--- src/lcd_drive_pkg.sv ---
// Constants, field layouts and carrier types for the LCD drive timing block
package lcd_drive_pkg;

  // Clock and oscillator rate
  localparam int unsigned CLK_HZ   = 40_000_000;
  localparam int unsigned OSC_HZ   = 270_000;
  localparam int unsigned HALF_DIV = CLK_HZ / (2 * OSC_HZ);
  localparam logic [7:0]  HALF_MAX = 8'(HALF_DIV - 1);

  // Register map, word addresses on the plain register port
  localparam logic [1:0]  ADDR_CTRL   = 2'h0;
  localparam logic [1:0]  ADDR_WAVE   = 2'h1;
  localparam logic [1:0]  ADDR_STATUS = 2'h2;

  // Control register fields
  localparam int unsigned CTRL_TWO_LINE = 0;
  localparam int unsigned CTRL_FONT_TALL = 1;
  localparam int unsigned CTRL_CHARS_LSB = 2;
  localparam logic [15:0] CTRL_RST = 16'h0040;
  // Waveform register fields
  localparam int unsigned WAVE_STD = 0;
  localparam int unsigned WAVE_EXT = 1;
  localparam logic [15:0] WAVE_RST = 16'h0000;
  // Status register fields
  localparam int unsigned STAT_ROW_LSB = 0;
  localparam int unsigned STAT_POL     = 4;
  localparam int unsigned STAT_EXT     = 5;
  localparam int unsigned STAT_WAVE    = 6;
  localparam int unsigned STAT_TWO     = 7;

  // Geometry
  localparam int unsigned SEG_N      = 80;
  localparam int unsigned COM_N      = 16;
  localparam logic [2:0]  CHAR_W     = 3'h5;
  localparam logic [6:0]  CHARS_INT  = 7'h10;
  localparam logic [6:0]  CHARS_1L   = 7'h50;
  localparam logic [6:0]  CHARS_2L   = 7'h28;
  localparam logic [8:0]  MAX_POS_1L = 9'h190;
  localparam logic [8:0]  MAX_POS_2L = 9'h0C8;
  localparam logic [4:0]  DUTY_8     = 5'h08;
  localparam logic [4:0]  DUTY_11    = 5'h0B;
  localparam logic [4:0]  DUTY_16    = 5'h10;
  localparam logic [3:0]  LINE2_ROW  = 4'h8;

  typedef enum logic [1:0] {
    ST_SHIFT = 2'b00,
    ST_IDLE  = 2'b01,
    ST_LATCH = 2'b11
  } row_state_t;

  // Member order follows the control word: chars on [8:2], font on [1], lines on [0]
  typedef struct packed {
    logic [6:0] chars;
    logic       font_tall;
    logic       two_line;
  } drive_cfg_t;

  typedef struct packed {
    logic seg_data;
    logic seg_shift_strobe;
    logic seg_latch_strobe;
    logic polarity;
  } ext_link_t;

endpackage

--- src/lcd_drive.sv ---
// Row scan, serial segment feed and polarity generator of the character LCD drive
//
// Function
// - Own 80 segment outputs always show the first 16 characters of a line.
// - Extension drivers chain onto the serial data output, lengthening the shift chain.
// - Shift length per row at most 400 one-line, 200 two-line.
// - Extension link is data, shift strobe, latch strobe and polarity.
// - Duty is 1/8 or 1/11 one-line by font, 1/16 two-line.
// - Exactly duty-many common lines are scanned; the rest stay passive.
// - Line inversion: polarity changes twice per row, at both latch edges.
// - Frame inversion: polarity toggles once per full frame.
// - Waveform type set separately for standard and extended mode.
// - Reset alone brings the block to a working default state.
// - Data shifts at oscillator rate, last character of the line first.
// - Latch strobe fall latches segments and advances the common line.
// - Readable flag gives the waveform type: 0 line, 1 frame inversion.
module lcd_drive
  import lcd_drive_pkg::*;
(
  input  wire logic              ref_clk_i,
  input  wire logic              rst_i,
  input  wire logic              ext_mode_n_i,
  input  wire logic [1:0]        reg_addr_i,
  input  wire logic [15:0]       reg_wdata_i,
  input  wire logic              reg_wr_i,
  input  wire logic              reg_rd_i,
  output logic      [15:0]       reg_rdata_o,
  output logic      [6:0]        char_addr_o,
  output logic      [3:0]        font_row_o,
  input  wire logic [4:0]        glyph_bits_i,
  output ext_link_t              link_o,
  output logic      [COM_N-1:0]  common_row_outputs_o,
  output logic      [SEG_N-1:0]  segment_column_outputs_o
);

  function automatic logic [3:0] row_inc(input logic [3:0] row, input logic [4:0] duty);
    logic [4:0] nxt;
    nxt = {1'b0, row} + 5'h01;
    return (nxt >= duty) ? 4'h0 : nxt[3:0];
  endfunction

  drive_cfg_t       cfg_reg;
  logic [1:0]       wave_reg;
  logic             ext_meta_reg;
  logic             ext_sync_reg;
  logic [7:0]       half_cnt_reg;
  logic             phase_reg;
  row_state_t       state_reg;
  row_state_t       state_next;
  logic [8:0]       slot_reg;
  logic [8:0]       slot_next;
  logic [6:0]       char_idx_reg;
  logic [2:0]       bit_idx_reg;
  logic [4:0]       glyph_reg;
  logic [SEG_N-1:0] shreg_reg;
  logic [3:0]       row_reg;
  logic [3:0]       fill_row_reg;
  logic             seg_data_reg;
  logic             shift_stb_reg;
  logic             latch_stb_reg;
  logic             pol_reg;
  logic [COM_N-1:0] com_reg;
  logic [SEG_N-1:0] seg_latch_reg;
  logic [15:0]      rdata_reg;

  logic             half_tick;
  logic             slot_start;
  logic             slot_mid;
  logic             ext_active;
  logic             wave_frame;
  logic [4:0]       duty;
  logic [6:0]       chars_max;
  logic [6:0]       nchars;
  logic [8:0]       npos;
  logic [8:0]       pos_limit;
  logic             new_bit;
  logic [3:0]       scan_row;

  // Mode pin comes from outside, so it is synchronised before use
  always_ff @(posedge ref_clk_i or posedge rst_i)
  begin
    if (rst_i)
    begin
      ext_meta_reg <= 1'b0;
      ext_sync_reg <= 1'b0;
    end
    else
    begin
      ext_meta_reg <= ~ext_mode_n_i;
      ext_sync_reg <= ext_meta_reg;
    end
  end

  assign ext_active = ext_sync_reg;
  assign wave_frame = ext_active ? wave_reg[WAVE_EXT] : wave_reg[WAVE_STD];

  // Mode decode
  always_comb
  begin
    duty = cfg_reg.two_line ? DUTY_16 : (cfg_reg.font_tall ? DUTY_11 : DUTY_8);
    chars_max = cfg_reg.two_line ? CHARS_2L : CHARS_1L;
    pos_limit = cfg_reg.two_line ? MAX_POS_2L : MAX_POS_1L;
    // Never fewer than the internal characters, never more than the row cycle allows
    if (cfg_reg.chars < CHARS_INT)
      nchars = CHARS_INT;
    else if (cfg_reg.chars > chars_max)
      nchars = chars_max;
    else
      nchars = cfg_reg.chars;
    npos = 9'(nchars * CHAR_W);
  end

  // Register port; settings reset to one line, 5x8, 16 characters
  always_ff @(posedge ref_clk_i or posedge rst_i)
  begin
    if (rst_i)
    begin
      cfg_reg  <= drive_cfg_t'(CTRL_RST[8:0]);
      wave_reg <= WAVE_RST[1:0];
    end
    else if (reg_wr_i)
    begin
      if (reg_addr_i == ADDR_CTRL)
        cfg_reg <= drive_cfg_t'(reg_wdata_i[8:0]);
      else if (reg_addr_i == ADDR_WAVE)
        wave_reg <= reg_wdata_i[1:0];
    end
  end

  always_ff @(posedge ref_clk_i or posedge rst_i)
  begin
    if (rst_i)
      rdata_reg <= 16'h0000;
    else if (reg_rd_i)
    begin
      case (reg_addr_i)
        ADDR_CTRL:   rdata_reg <= {7'h00, cfg_reg};
        ADDR_WAVE:   rdata_reg <= {14'h0000, wave_reg};
        ADDR_STATUS: rdata_reg <= {8'h00, cfg_reg.two_line, wave_frame, ext_active,
                                   pol_reg, row_reg};
        default:     rdata_reg <= 16'h0000;
      endcase
    end
    else
      rdata_reg <= 16'h0000;
  end

  assign reg_rdata_o = rdata_reg;

  // Oscillator rate: two half-ticks per shift slot
  always_ff @(posedge ref_clk_i or posedge rst_i)
  begin
    if (rst_i)
    begin
      half_cnt_reg <= 8'h00;
      phase_reg    <= 1'b1;
    end
    else if (half_tick)
    begin
      half_cnt_reg <= 8'h00;
      phase_reg    <= ~phase_reg;
    end
    else
      half_cnt_reg <= half_cnt_reg + 8'h01;
  end

  assign half_tick  = (half_cnt_reg == HALF_MAX);
  assign slot_start = half_tick & phase_reg;
  assign slot_mid   = half_tick & ~phase_reg;

  // Row sequence: shift slots, idle fill to the fixed row cycle, then one latch slot
  always_comb
  begin
    slot_next = (state_reg == ST_LATCH) ? 9'h000 : slot_reg + 9'h001;
    if (slot_next < npos)
      state_next = ST_SHIFT;
    else if (slot_next >= pos_limit)
      state_next = ST_LATCH;
    else
      state_next = ST_IDLE;
  end

  always_ff @(posedge ref_clk_i or posedge rst_i)
  begin
    if (rst_i)
    begin
      state_reg <= ST_LATCH;
      slot_reg  <= 9'h000;
    end
    else if (slot_start)
    begin
      case (state_next)
        ST_SHIFT: state_reg <= ST_SHIFT;
        ST_IDLE:  state_reg <= ST_IDLE;
        ST_LATCH: state_reg <= ST_LATCH;
        default:  state_reg <= ST_IDLE;
      endcase
      slot_reg <= slot_next;
    end
  end

  // Strobes high for the first half of their slot
  always_ff @(posedge ref_clk_i or posedge rst_i)
  begin
    if (rst_i)
    begin
      shift_stb_reg <= 1'b0;
      latch_stb_reg <= 1'b0;
    end
    else if (slot_start)
    begin
      shift_stb_reg <= (state_next == ST_SHIFT);
      latch_stb_reg <= (state_next == ST_LATCH);
    end
    else if (slot_mid)
    begin
      shift_stb_reg <= 1'b0;
      latch_stb_reg <= 1'b0;
    end
  end

  assign new_bit = (bit_idx_reg == 3'h0) ? glyph_bits_i[0] : glyph_reg[0];

  // Serial feed; data changes at slot start so it is stable around the strobe fall
  always_ff @(posedge ref_clk_i or posedge rst_i)
  begin
    if (rst_i)
    begin
      char_idx_reg <= CHARS_INT - 7'h01;
      bit_idx_reg  <= 3'h0;
      glyph_reg    <= 5'h00;
      shreg_reg    <= '0;
      seg_data_reg <= 1'b0;
    end
    else if (slot_start && state_next == ST_SHIFT)
    begin
      // The bit falling out of the internal chain continues into the extension chain
      seg_data_reg <= shreg_reg[SEG_N-1];
      shreg_reg    <= {shreg_reg[SEG_N-2:0], new_bit};
      if (bit_idx_reg == 3'h0)
        glyph_reg <= {1'b0, glyph_bits_i[4:1]};
      else
        glyph_reg <= {1'b0, glyph_reg[4:1]};
      if (bit_idx_reg == CHAR_W - 3'h1)
      begin
        bit_idx_reg  <= 3'h0;
        char_idx_reg <= char_idx_reg - 7'h01;
      end
      else
        bit_idx_reg <= bit_idx_reg + 3'h1;
    end
    // Outside shift slots the start character follows the line length, also after reset
    else if (state_reg != ST_SHIFT)
    begin
      char_idx_reg <= nchars - 7'h01;
      bit_idx_reg  <= 3'h0;
    end
  end

  // A shorter duty can leave the fill row out of range, so the scan restarts at row 0
  assign scan_row = ({1'b0, fill_row_reg} < duty) ? fill_row_reg : 4'h0;

  // Latch fall: segments take the chain, scan moves to the row just filled
  always_ff @(posedge ref_clk_i or posedge rst_i)
  begin
    if (rst_i)
    begin
      seg_latch_reg <= '0;
      row_reg       <= 4'h0;
      fill_row_reg  <= 4'h1;
      com_reg       <= 16'h0001;
    end
    else if (slot_mid && state_reg == ST_LATCH)
    begin
      seg_latch_reg <= shreg_reg;
      row_reg       <= scan_row;
      fill_row_reg  <= row_inc(scan_row, duty);
      com_reg       <= 16'h0001 << scan_row;
    end
  end

  // Line inversion flips at both latch edges, frame inversion only at frame wrap
  always_ff @(posedge ref_clk_i or posedge rst_i)
  begin
    if (rst_i)
      pol_reg <= 1'b0;
    else if (slot_start && state_next == ST_LATCH && !wave_frame)
      pol_reg <= ~pol_reg;
    else if (slot_mid && state_reg == ST_LATCH)
    begin
      if (!wave_frame || scan_row == 4'h0)
        pol_reg <= ~pol_reg;
    end
  end

  assign char_addr_o = (cfg_reg.two_line && fill_row_reg >= LINE2_ROW)
                       ? 7'(char_idx_reg + CHARS_2L) : char_idx_reg;
  assign font_row_o  = cfg_reg.two_line ? {1'b0, fill_row_reg[2:0]} : fill_row_reg;

  assign link_o.seg_data         = seg_data_reg;
  assign link_o.seg_shift_strobe = shift_stb_reg;
  assign link_o.seg_latch_strobe = latch_stb_reg;
  assign link_o.polarity         = pol_reg;
  assign common_row_outputs_o     = com_reg;
  assign segment_column_outputs_o = seg_latch_reg;

  // Checks
  com_onehot_a: assert property (@(posedge ref_clk_i) disable iff (rst_i)
    $onehot(com_reg) && com_reg == (16'h0001 << row_reg))
    else $error("common outputs not one-hot on the scanned row");

  row_duty_a: assert property (@(posedge ref_clk_i) disable iff (rst_i)
    $fell(latch_stb_reg) |-> ({1'b0, row_reg} < duty))
    else $error("scanned row beyond duty");

  shift_limit_a: assert property (@(posedge ref_clk_i) disable iff (rst_i)
    npos <= pos_limit && npos >= 9'(SEG_N))
    else $error("shift length outside the allowed range");

  strobe_excl_a: assert property (@(posedge ref_clk_i) disable iff (rst_i)
    !(shift_stb_reg && latch_stb_reg))
    else $error("shift and latch strobes overlap");

  pol_edge_a: assert property (@(posedge ref_clk_i) disable iff (rst_i)
    $changed(pol_reg) |-> ($rose(latch_stb_reg) || $fell(latch_stb_reg)))
    else $error("polarity changed away from a latch edge");

  line_inv_a: assert property (@(posedge ref_clk_i) disable iff (rst_i)
    ($fell(latch_stb_reg) && !wave_frame && !$past(wave_frame, HALF_DIV + 2)) |->
    ($changed(pol_reg) && pol_reg == $past(pol_reg, HALF_DIV + 2)))
    else $error("line inversion did not flip twice per row");

  frame_inv_a: assert property (@(posedge ref_clk_i) disable iff (rst_i)
    ($changed(pol_reg) && wave_frame) |-> (row_reg == 4'h0 && $fell(latch_stb_reg)))
    else $error("frame inversion flipped inside a frame");

  seg_latch_a: assert property (@(posedge ref_clk_i) disable iff (rst_i)
    $fell(latch_stb_reg) |-> (seg_latch_reg == $past(shreg_reg) &&
    row_reg == $past(scan_row)))
    else $error("latch fall did not load segments and advance the row");

  reverse_start_a: assert property (@(posedge ref_clk_i) disable iff (rst_i)
    ($rose(shift_stb_reg) && slot_reg == 9'h000) |-> $past(char_idx_reg) == nchars - 7'h01)
    else $error("row did not start with the last character");

  wave_flag_a: assert property (@(posedge ref_clk_i) disable iff (rst_i)
    $past(reg_rd_i) && $past(reg_addr_i) == ADDR_STATUS |->
    reg_rdata_o[STAT_WAVE] == $past(wave_frame))
    else $error("status waveform flag wrong");

  frame_wrap_c: cover property (@(posedge ref_clk_i) disable iff (rst_i)
    wave_frame && $changed(pol_reg));
  two_line_c: cover property (@(posedge ref_clk_i) disable iff (rst_i)
    cfg_reg.two_line && $fell(latch_stb_reg) && row_reg == 4'hF);
  long_chain_c: cover property (@(posedge ref_clk_i) disable iff (rst_i)
    $rose(shift_stb_reg) && slot_reg == 9'h18F);
  ext_mode_c: cover property (@(posedge ref_clk_i) disable iff (rst_i)
    ext_active && $fell(latch_stb_reg));

endmodule

--- config.mk ---
export PLATFORM = sky130hd
export DESIGN_NAME = lcd_drive
export DESIGN_NICKNAME = d
export VERILOG_FILES = /design/src/lcd_drive_pkg.sv /design/src/lcd_drive.sv
export SDC_FILE = /design/constraint.sdc
export NUM_CORES = 1
export LEC_CHECK = 0
export BUFFER_PORTS_ARGS = -buffer_cell sky130_fd_sc_hd__buf_2
export CAP_MARGIN = 10
export CELL_PAD_IN_SITES_DETAIL_PLACEMENT = 1
export CELL_PAD_IN_SITES_GLOBAL_PLACEMENT = 2
export CORE_MARGIN = 3
export CORE_UTILIZATION = 33
export CTS_BUF_LIST = sky130_fd_sc_hd__clkbuf_4
export DETAILED_ROUTE_END_ITERATION = 6
export GPL_TIMING_DRIVEN = 0
export PLACE_DENSITY = 0.78
export SLEW_MARGIN = 20
export SYNTH_ARGS = -nofsm -noshare
export SYNTH_HDL_FRONTEND = slang
export SYNTH_SLANG_ARGS = --single-unit
--- constraint.sdc ---
create_clock -name ref_clk_i -period 6.72 [get_ports ref_clk_i]
set_input_delay 0.672 -clock ref_clk_i [delete_from_list [all_inputs] [get_ports ref_clk_i]]
set_output_delay 0.672 -clock ref_clk_i [all_outputs]
set_load 0.05 [all_outputs]
# Word level (Yosys, flattened, before mapping)
# Cells that the tools add are included.
[word_totals] rom_bits=0 mem_bits_rw=0 output_inout_bits=127 latch_bits=0 ff_bits=252 n_memories=0 elab_cells=104 inputBits=28
[op_classes] n_lt_le_gt_ge=7 bitwise_logic=6 n_addsub=7 n_mux=32 n_div=0 n_mul=1 shift=1 n_reduce_logical=20 eq_ne=7
[ops] operator="$mux W7" count=7
[ops] operator="$pmux W9 S3" count=1
[ops] operator="$mux W9" count=2
[ops] operator="$mux W16" count=1
[ops] operator="$mux W4" count=4
[ops] operator="$shl A1 B4 Y16 const A" count=1
[ops] operator="$sub A7 B1 Y7 const B" count=2
[ops] operator="$reduce_bool A2 Y1" count=5
[ops] operator="$add A9 B1 Y9 const B" count=1
[ops] operator="$ge A9 B9 Y1" count=1
[ops] operator="$lt A9 B9 Y1" count=1
[ops] operator="$mul A7 B3 Y9 const B" count=1
[ops] operator="$mux W3" count=3
[ops] operator="$add A8 B1 Y8 const B" count=1
[ops] operator="$eq A8 B7 Y1 const B" count=1
[ops] operator="$mux W1" count=8
[ops] operator="$mux W8" count=1
[ops] operator="$add A7 B6 Y7 const B" count=1
[ops] operator="$gt A7 B7 Y1" count=1
[ops] operator="$lt A7 B5 Y1 const B" count=1
[ops] operator="$eq A2 B2 Y1 const B" count=3
[ops] operator="$mux W2" count=3
[ops] operator="$reduce_and A2 Y1" count=3
[ops] operator="$add A4 B1 Y5 const B" count=1
[ops] operator="18 further kinds" count=27

# Longest topological paths before layout
[logic_depth] depth_word=12 depth_mapped=28 ltp_nobuf=26

# Worst setup path before layout
# Ideal clock, no wire load.
[synth_path] path_kind="flip-flop to flip-flop" from="reg cfg_reg[0] (netlist name)" to="reg char_idx_reg[4]" n_path_buf=2 setup_ns=0.099 stages_incl_launch_ff=27 synth_period_minus_slack_ns=5.803 slack_ns=0.917 t_required_ns=6.621 arrival_time_ns=5.703 cell_sequence="dfrtp_1 clkbuf_1 inv_1 ha_1 o21a_1 o31a_1 nor4b_1 ha_1 ha_1 a21o_1 a21oi_1 o21bai_1 a21oi_1 xor2_1 ha_1 nand2_1 o21ai_0 nor2_1 nand2_1 buf_2 mux2i_1 ha_1 inv_1 or3_1 nor2_1 a221oi_1 a311oi_1"
[synth_via] elab_chain_cells=11 word_cells_on_any_way=18 classes_between="add/sub: 1; mul: 1; order compare: 3; eq/ne: 1; mux: 8; reduce/logical: 4"
[synth_rtl] element="from (decl)" line_no="lcd_drive.sv:42" text="drive_cfg_t cfg_reg;"
[synth_rtl] element="from (signal assigned)" line_no="lcd_drive.sv:118" text="cfg_reg <= drive_cfg_t'(CTRL_RST[8:0]);"
[synth_rtl] element="from (signal assigned)" line_no="lcd_drive.sv:124" text="cfg_reg <= drive_cfg_t'(reg_wdata_i[8:0]);"
[synth_rtl] element="$mux W7" line_no="lcd_drive.sv:101" text="chars_max = cfg_reg.two_line ? CHARS_2L : CHARS_1L;"
[synth_rtl] element="$gt A7 B7 Y1" line_no="lcd_drive.sv:106" text="else if (cfg_reg.chars > chars_max)"
[synth_rtl] element="$mux W7" line_no="lcd_drive.sv:106"
[synth_rtl] element="$mux W7" line_no="lcd_drive.sv:104" text="if (cfg_reg.chars < CHARS_INT)"
[synth_rtl] element="$mul A7 B3 Y9" line_no="lcd_drive.sv:110" text="npos = 9'(nchars * CHAR_W);"
[synth_rtl] element="$lt A9 B9 Y1" line_no="lcd_drive.sv:175" text="if (slot_next < npos)"
[synth_rtl] element="$mux W2" line_no="lcd_drive.sv:175"
[synth_rtl] element="$logic_not A2 Y1" line_no="lcd_drive.sv:235" text="else if (slot_start && state_next == ST_SHIFT)"
[synth_rtl] element="$logic_and A1 B1 Y1" line_no="lcd_drive.sv:235"
[synth_rtl] element="$ne A2 B1 Y1 (no source line) or $reduce_bool A2 Y1 (tied branches)"
[synth_rtl] element="$reduce_and A2 Y1 (no source line)"
[synth_rtl] element="to (signal assigned)" line_no="lcd_drive.sv:229" text="char_idx_reg <= CHARS_INT - 7'h01;"
[synth_rtl] element="to (signal assigned)" line_no="lcd_drive.sv:247" text="char_idx_reg <= char_idx_reg - 7'h01;"
[synth_rtl] element="to (signal assigned)" line_no="lcd_drive.sv:255" text="char_idx_reg <= nchars - 7'h01;"
[synth_rtl] element="to (decl)" line_no="lcd_drive.sv:52" text="logic [6:0] char_idx_reg;"
# Several ways; a longest one is shown, not always the timed one. The select of a mux whose other input is x is not followed.
# A chain may end at the register's enable or synchronous reset.

# Worst setup path after layout
# Ends and elaborated chain as after synthesis.

==> results.txt <==
----------------------------------------------------
[Logic synthesis]
  Area of the mapped netlist ... 11100 sq um
  Most frequently used cell type in the post-synthesis netlist ... sky130_fd_sc_hd__nand2_1
  Async set or reset register ratio after synthesis ... 100%
  Total number of yosys warnings ... 0
  Post-synthesis cell type count ... 65
  Synth top area share ... 52.7%
  Post-synth EDFFs ... 0
  Flip-flop cell with the highest count after synthesis ... sky130_fd_sc_hd__dfrtp_1
  Number of cells produced by synthesis ... 1226
  Post-synth top area cell ... sky130_fd_sc_hd__dfrtp_1
  Post-synthesis sequential area ratio ... 55.1%
  Commonest cells post-synth ... 570 x sky130_fd_sc_hd__nand2_1, 234 x sky130_fd_sc_hd__dfrtp_1, 44 x sky130_fd_sc_hd__ha_1, 38 x sky130_fd_sc_hd__nor2_1
  Flip-flop and latch count after synthesis ... 244
  Cell types with the largest area share after synthesis ... sky130_fd_sc_hd__dfrtp_1 53%, sky130_fd_sc_hd__nand2_1 19%, sky130_fd_sc_hd__ha_1 5.0%, sky130_fd_sc_hd__dfstp_2 2.4%, sky130_fd_sc_hd__mux2i_1 2.0%
  Mapped Avg Cell Area ... 9.06 sq um

[Timing]
  Setup TNS after final layout ... 0 ps
  Setup clock skew after layout ... 33.7 ps
  Final period utilization ... 93.3%
  Max Clk Rate ... 160 MHz
  Final count of hold timing violations ... 0
  Final-report max-slew violation count ... 0
  Final setup viols ... 0
  Minimum period implied by the final worst setup slack ... 6270 ps
  Worst relative slew slack ... 46.5%
  Hold slack ... 161 ps
  Slew @ Worst Pin ... 801 ps

[Clock network]
  Register clock-pin slew on the reported worst setup and hold paths ... 60 ps
  Maximum clock path buffer count ... 3
  CTS HTree Levels ... 3
  CTS tree ... yes
  Clock insertion delay at the later pin of the skew report ... 670 ps
  Clk sink count ... 244
  Clock buffers created by TritonCTS ... 69
  Clk root buf ... sky130_fd_sc_hd__clkbuf_4

[Detailed routing]
  Total via count in the routed design ... 9010
  Total wire length after detailed routing ... 30000 um
  Residual antenna-violating net count after detailed routing ... 0
  DRT iter0 DRCs ... 338
  Routed wirelength normalized by instance count ... 15.4 um
  DR DRC count ... 0
  Via-to-Cell Ratio ... 4.62
  First-pass DRT Iterations ... 4

[Floorplanning]
  Boundary pin count ... 155
  Initial core utilization ... 33.8%
  Area inside the core boundary ... 32900 sq um
  Number of rows created at floorplan ... 66
  Die area ... 35900 sq um
  Width of the die ... 189 um
  Die Height ... 189 um

[Job]
  Maximum capacitance violations ... 0

[Power and ir drop]
  Maximum VDD drop ... 0.0000806 V
  Power density normalized to cell area ... 247 nW/um^2
  Pleak ... 7.62 nW

[Global route]
  Most crowded layer after global routing ... met2
  Antenna violations before repair ... 4
  First-pass GRT wire length ... 50000 um
  Met1 Usage GRT ... 22.5%
  Met3 global-route usage ... 4.11%
  All-Layer GR Usage ... 17.1%
  Via count of the first global-routing pass ... 9641
  Pin count of the biggest net entering global routing ... 34
  Met2 layer usage reported by global route ... 28.0%
  Global-route congestion overflow total ... 0

[Worst setup path]
  Library cell appearing most often on the critical path ... sky130_fd_sc_hd__ha_1
  Largest fanout on the critical path ... 10
  Critical path capture point type ... flop
  Category of the worst setup path launch point ... flop
  Required time at the worst-slack endpoint ... 7260 ps
  Type of the setup path with the least slack ... reg -> reg
  Critical-path cell with the highest stage delay ... sky130_fd_sc_hd__dfrtp_2
  Peak per-stage delay on the critical path ... 380 ps
  Signal arrival time at the worst endpoint ... 6810 ps

[Place]
  Port Buffer Count ... 139
  GP Congestion ... 0.788
  Detailed Place HPWL ... 21600 um

[Cells and area]
  Fin nets ... 1533
  Growth of design area from synthesis to finish ... 22.2%
  Fraction of final layout cells sized beyond drive strength 1 ... 22.8%

[Run status]
  Result of the run ... completed

[Hold path]
  Worst hold path class ... in -> reg

----------------------------------------------------
[worst paths after layout]
kind                                              from                                        to  slack (ps)  cells past startpoint
worst max-delay path            cfg_reg[0]$_DFFE_PP0P_               char_idx_reg[4]$_DFFE_PP0P_         450                     27
worst max register to register  cfg_reg[0]$_DFFE_PP0P_               char_idx_reg[4]$_DFFE_PP0P_         450                     27
max in group asynchronous                        rst_i  segment_column_outputs_o[13]$_DFFE_PP0P_        4640                     10
worst min register to register  ext_meta_reg$_DFF_PP0_                      ext_active$_DFF_PP0_         350                      0
min in group asynchronous                        rst_i                    row_reg[3]$_DFFE_PP0P_         590                      4
worst min-delay path                      ext_mode_n_i                    ext_meta_reg$_DFF_PP0_         160                      2
[where the power goes]
| group | leakage (nW) | switching [mW] | internal (mW) | total, mW |
|---|---|---|---|---|
| sequential | 3.31 | 0.0171 | 1.49 | 1.50 |
| clock | 0.521 | 0.631 | 0.770 | 1.40 |
| combinational | 3.80 | 0.265 | 0.185 | 0.450 |
| total | 7.62 | 0.914 | 2.44 | 3.35 |
[worst max-delay path: cells and delay by family, from the launching register on]
kind                       cells  cell delay, ps
buffers and inverters          4             710
muxes                          2             430
DFF                            1             380
AOI/OAI and AO/OA             10            2010
and+or+nand+nor                5             890
adders and majority gates      5            1580
xor gates and xnor gates       1              90
[layout by cell type, fill, tap and decap left out, types with 3 or more instances in the layout]
cell type	count
sky130_fd_sc_hd__nand2_1	569
sky130_fd_sc_hd__dfrtp_1	233
sky130_fd_sc_hd__buf_2	159
sky130_fd_sc_hd__clkbuf_4	104
sky130_fd_sc_hd__ha_1	44
sky130_fd_sc_hd__nor2_1	37
sky130_fd_sc_hd__o21ai_0	28
sky130_fd_sc_hd__clkbuf_1	28
sky130_fd_sc_hd__buf_4	25
sky130_fd_sc_hd__inv_1	24
sky130_fd_sc_hd__mux2i_1	21
sky130_fd_sc_hd__nand3_1	21
sky130_fd_sc_hd__o21ai_1	16
sky130_fd_sc_hd__mux2_2	13
sky130_fd_sc_hd__a21oi_1	12
sky130_fd_sc_hd__xnor2_1	12
sky130_fd_sc_hd__dfstp_2	10
sky130_fd_sc_hd__xor2_1	9
sky130_fd_sc_hd__clkinv_1	9
sky130_fd_sc_hd__buf_12	8
sky130_fd_sc_hd__and2_1	7
sky130_fd_sc_hd__conb_1	7
sky130_fd_sc_hd__nor3_1	6
sky130_fd_sc_hd__or3_1	6
sky130_fd_sc_hd__a211oi_1	5
sky130_fd_sc_hd__nand2b_1	5
sky130_fd_sc_hd__nor2b_1	4
sky130_fd_sc_hd__nor4_1	4
sky130_fd_sc_hd__nand3b_1	4
sky130_fd_sc_hd__diode_2	3
sky130_fd_sc_hd__nand4_1	3
sky130_fd_sc_hd__buf_1	3
sky130_fd_sc_hd__or2_2	3
sky130_fd_sc_hd__a2bb2oi_1	3
sky130_fd_sc_hd__a22oi_1	3
sky130_fd_sc_hd__a22o_1	3
[what timing repair did]
action                                  CTS  global route
setup buffers                             0             8
endpoints found under the setup margin   11             2
hold endpoints to repair                 25             0
hold buffers                              1             0
resized for setup                        11             2
pin swaps                                 0             2
[cell families after synthesis]
group	Yosys count	synth area share, %
AND/OR/NAND/NOR	686	25.1
flip-flops	244	55.1
AO/OA/AOI/OAI	97	5.61
buffers and inverters	97	4.09
adder cells (fa/ha/maj)	45	5.14
multiplexers	35	3.30
XOR/XNOR	21	1.66
other	1	0.0338
[routing by layer]
metal  vias up  part of all wire, %
li1       4426                    -
met1      4391                   47
met2       152                   47
met3        39                  4.4
met4         2                  1.5
met5         -                0.050
[cell type report]
cell class	count	area, sq um
antenna	3	7.51
buffer	70	363
clock buffer	103	773
clock inverter	12	97.6
fill	3960	19300
inverter	27	109
multi-input combinational	891	4600
sequential	244	6120
tap	442	553
timing repair buffer	157	953
[metrics by stage]
step                std cells  area, sq um  power (mW)  utilization [%]  worst slack, ps
detailed placement       1822        12600        1.96             38.3             -913
global route             1949        13600        3.57             41.3            -49.0
finish                   1949        13600        3.35             41.3              452
floorplan                1232        11100        1.84                -              917
global placement         1813        12400        1.93             37.7             -705
CTS                      1938        13500        3.41             41.1             56.0
(Power assumes the default switching activity.)
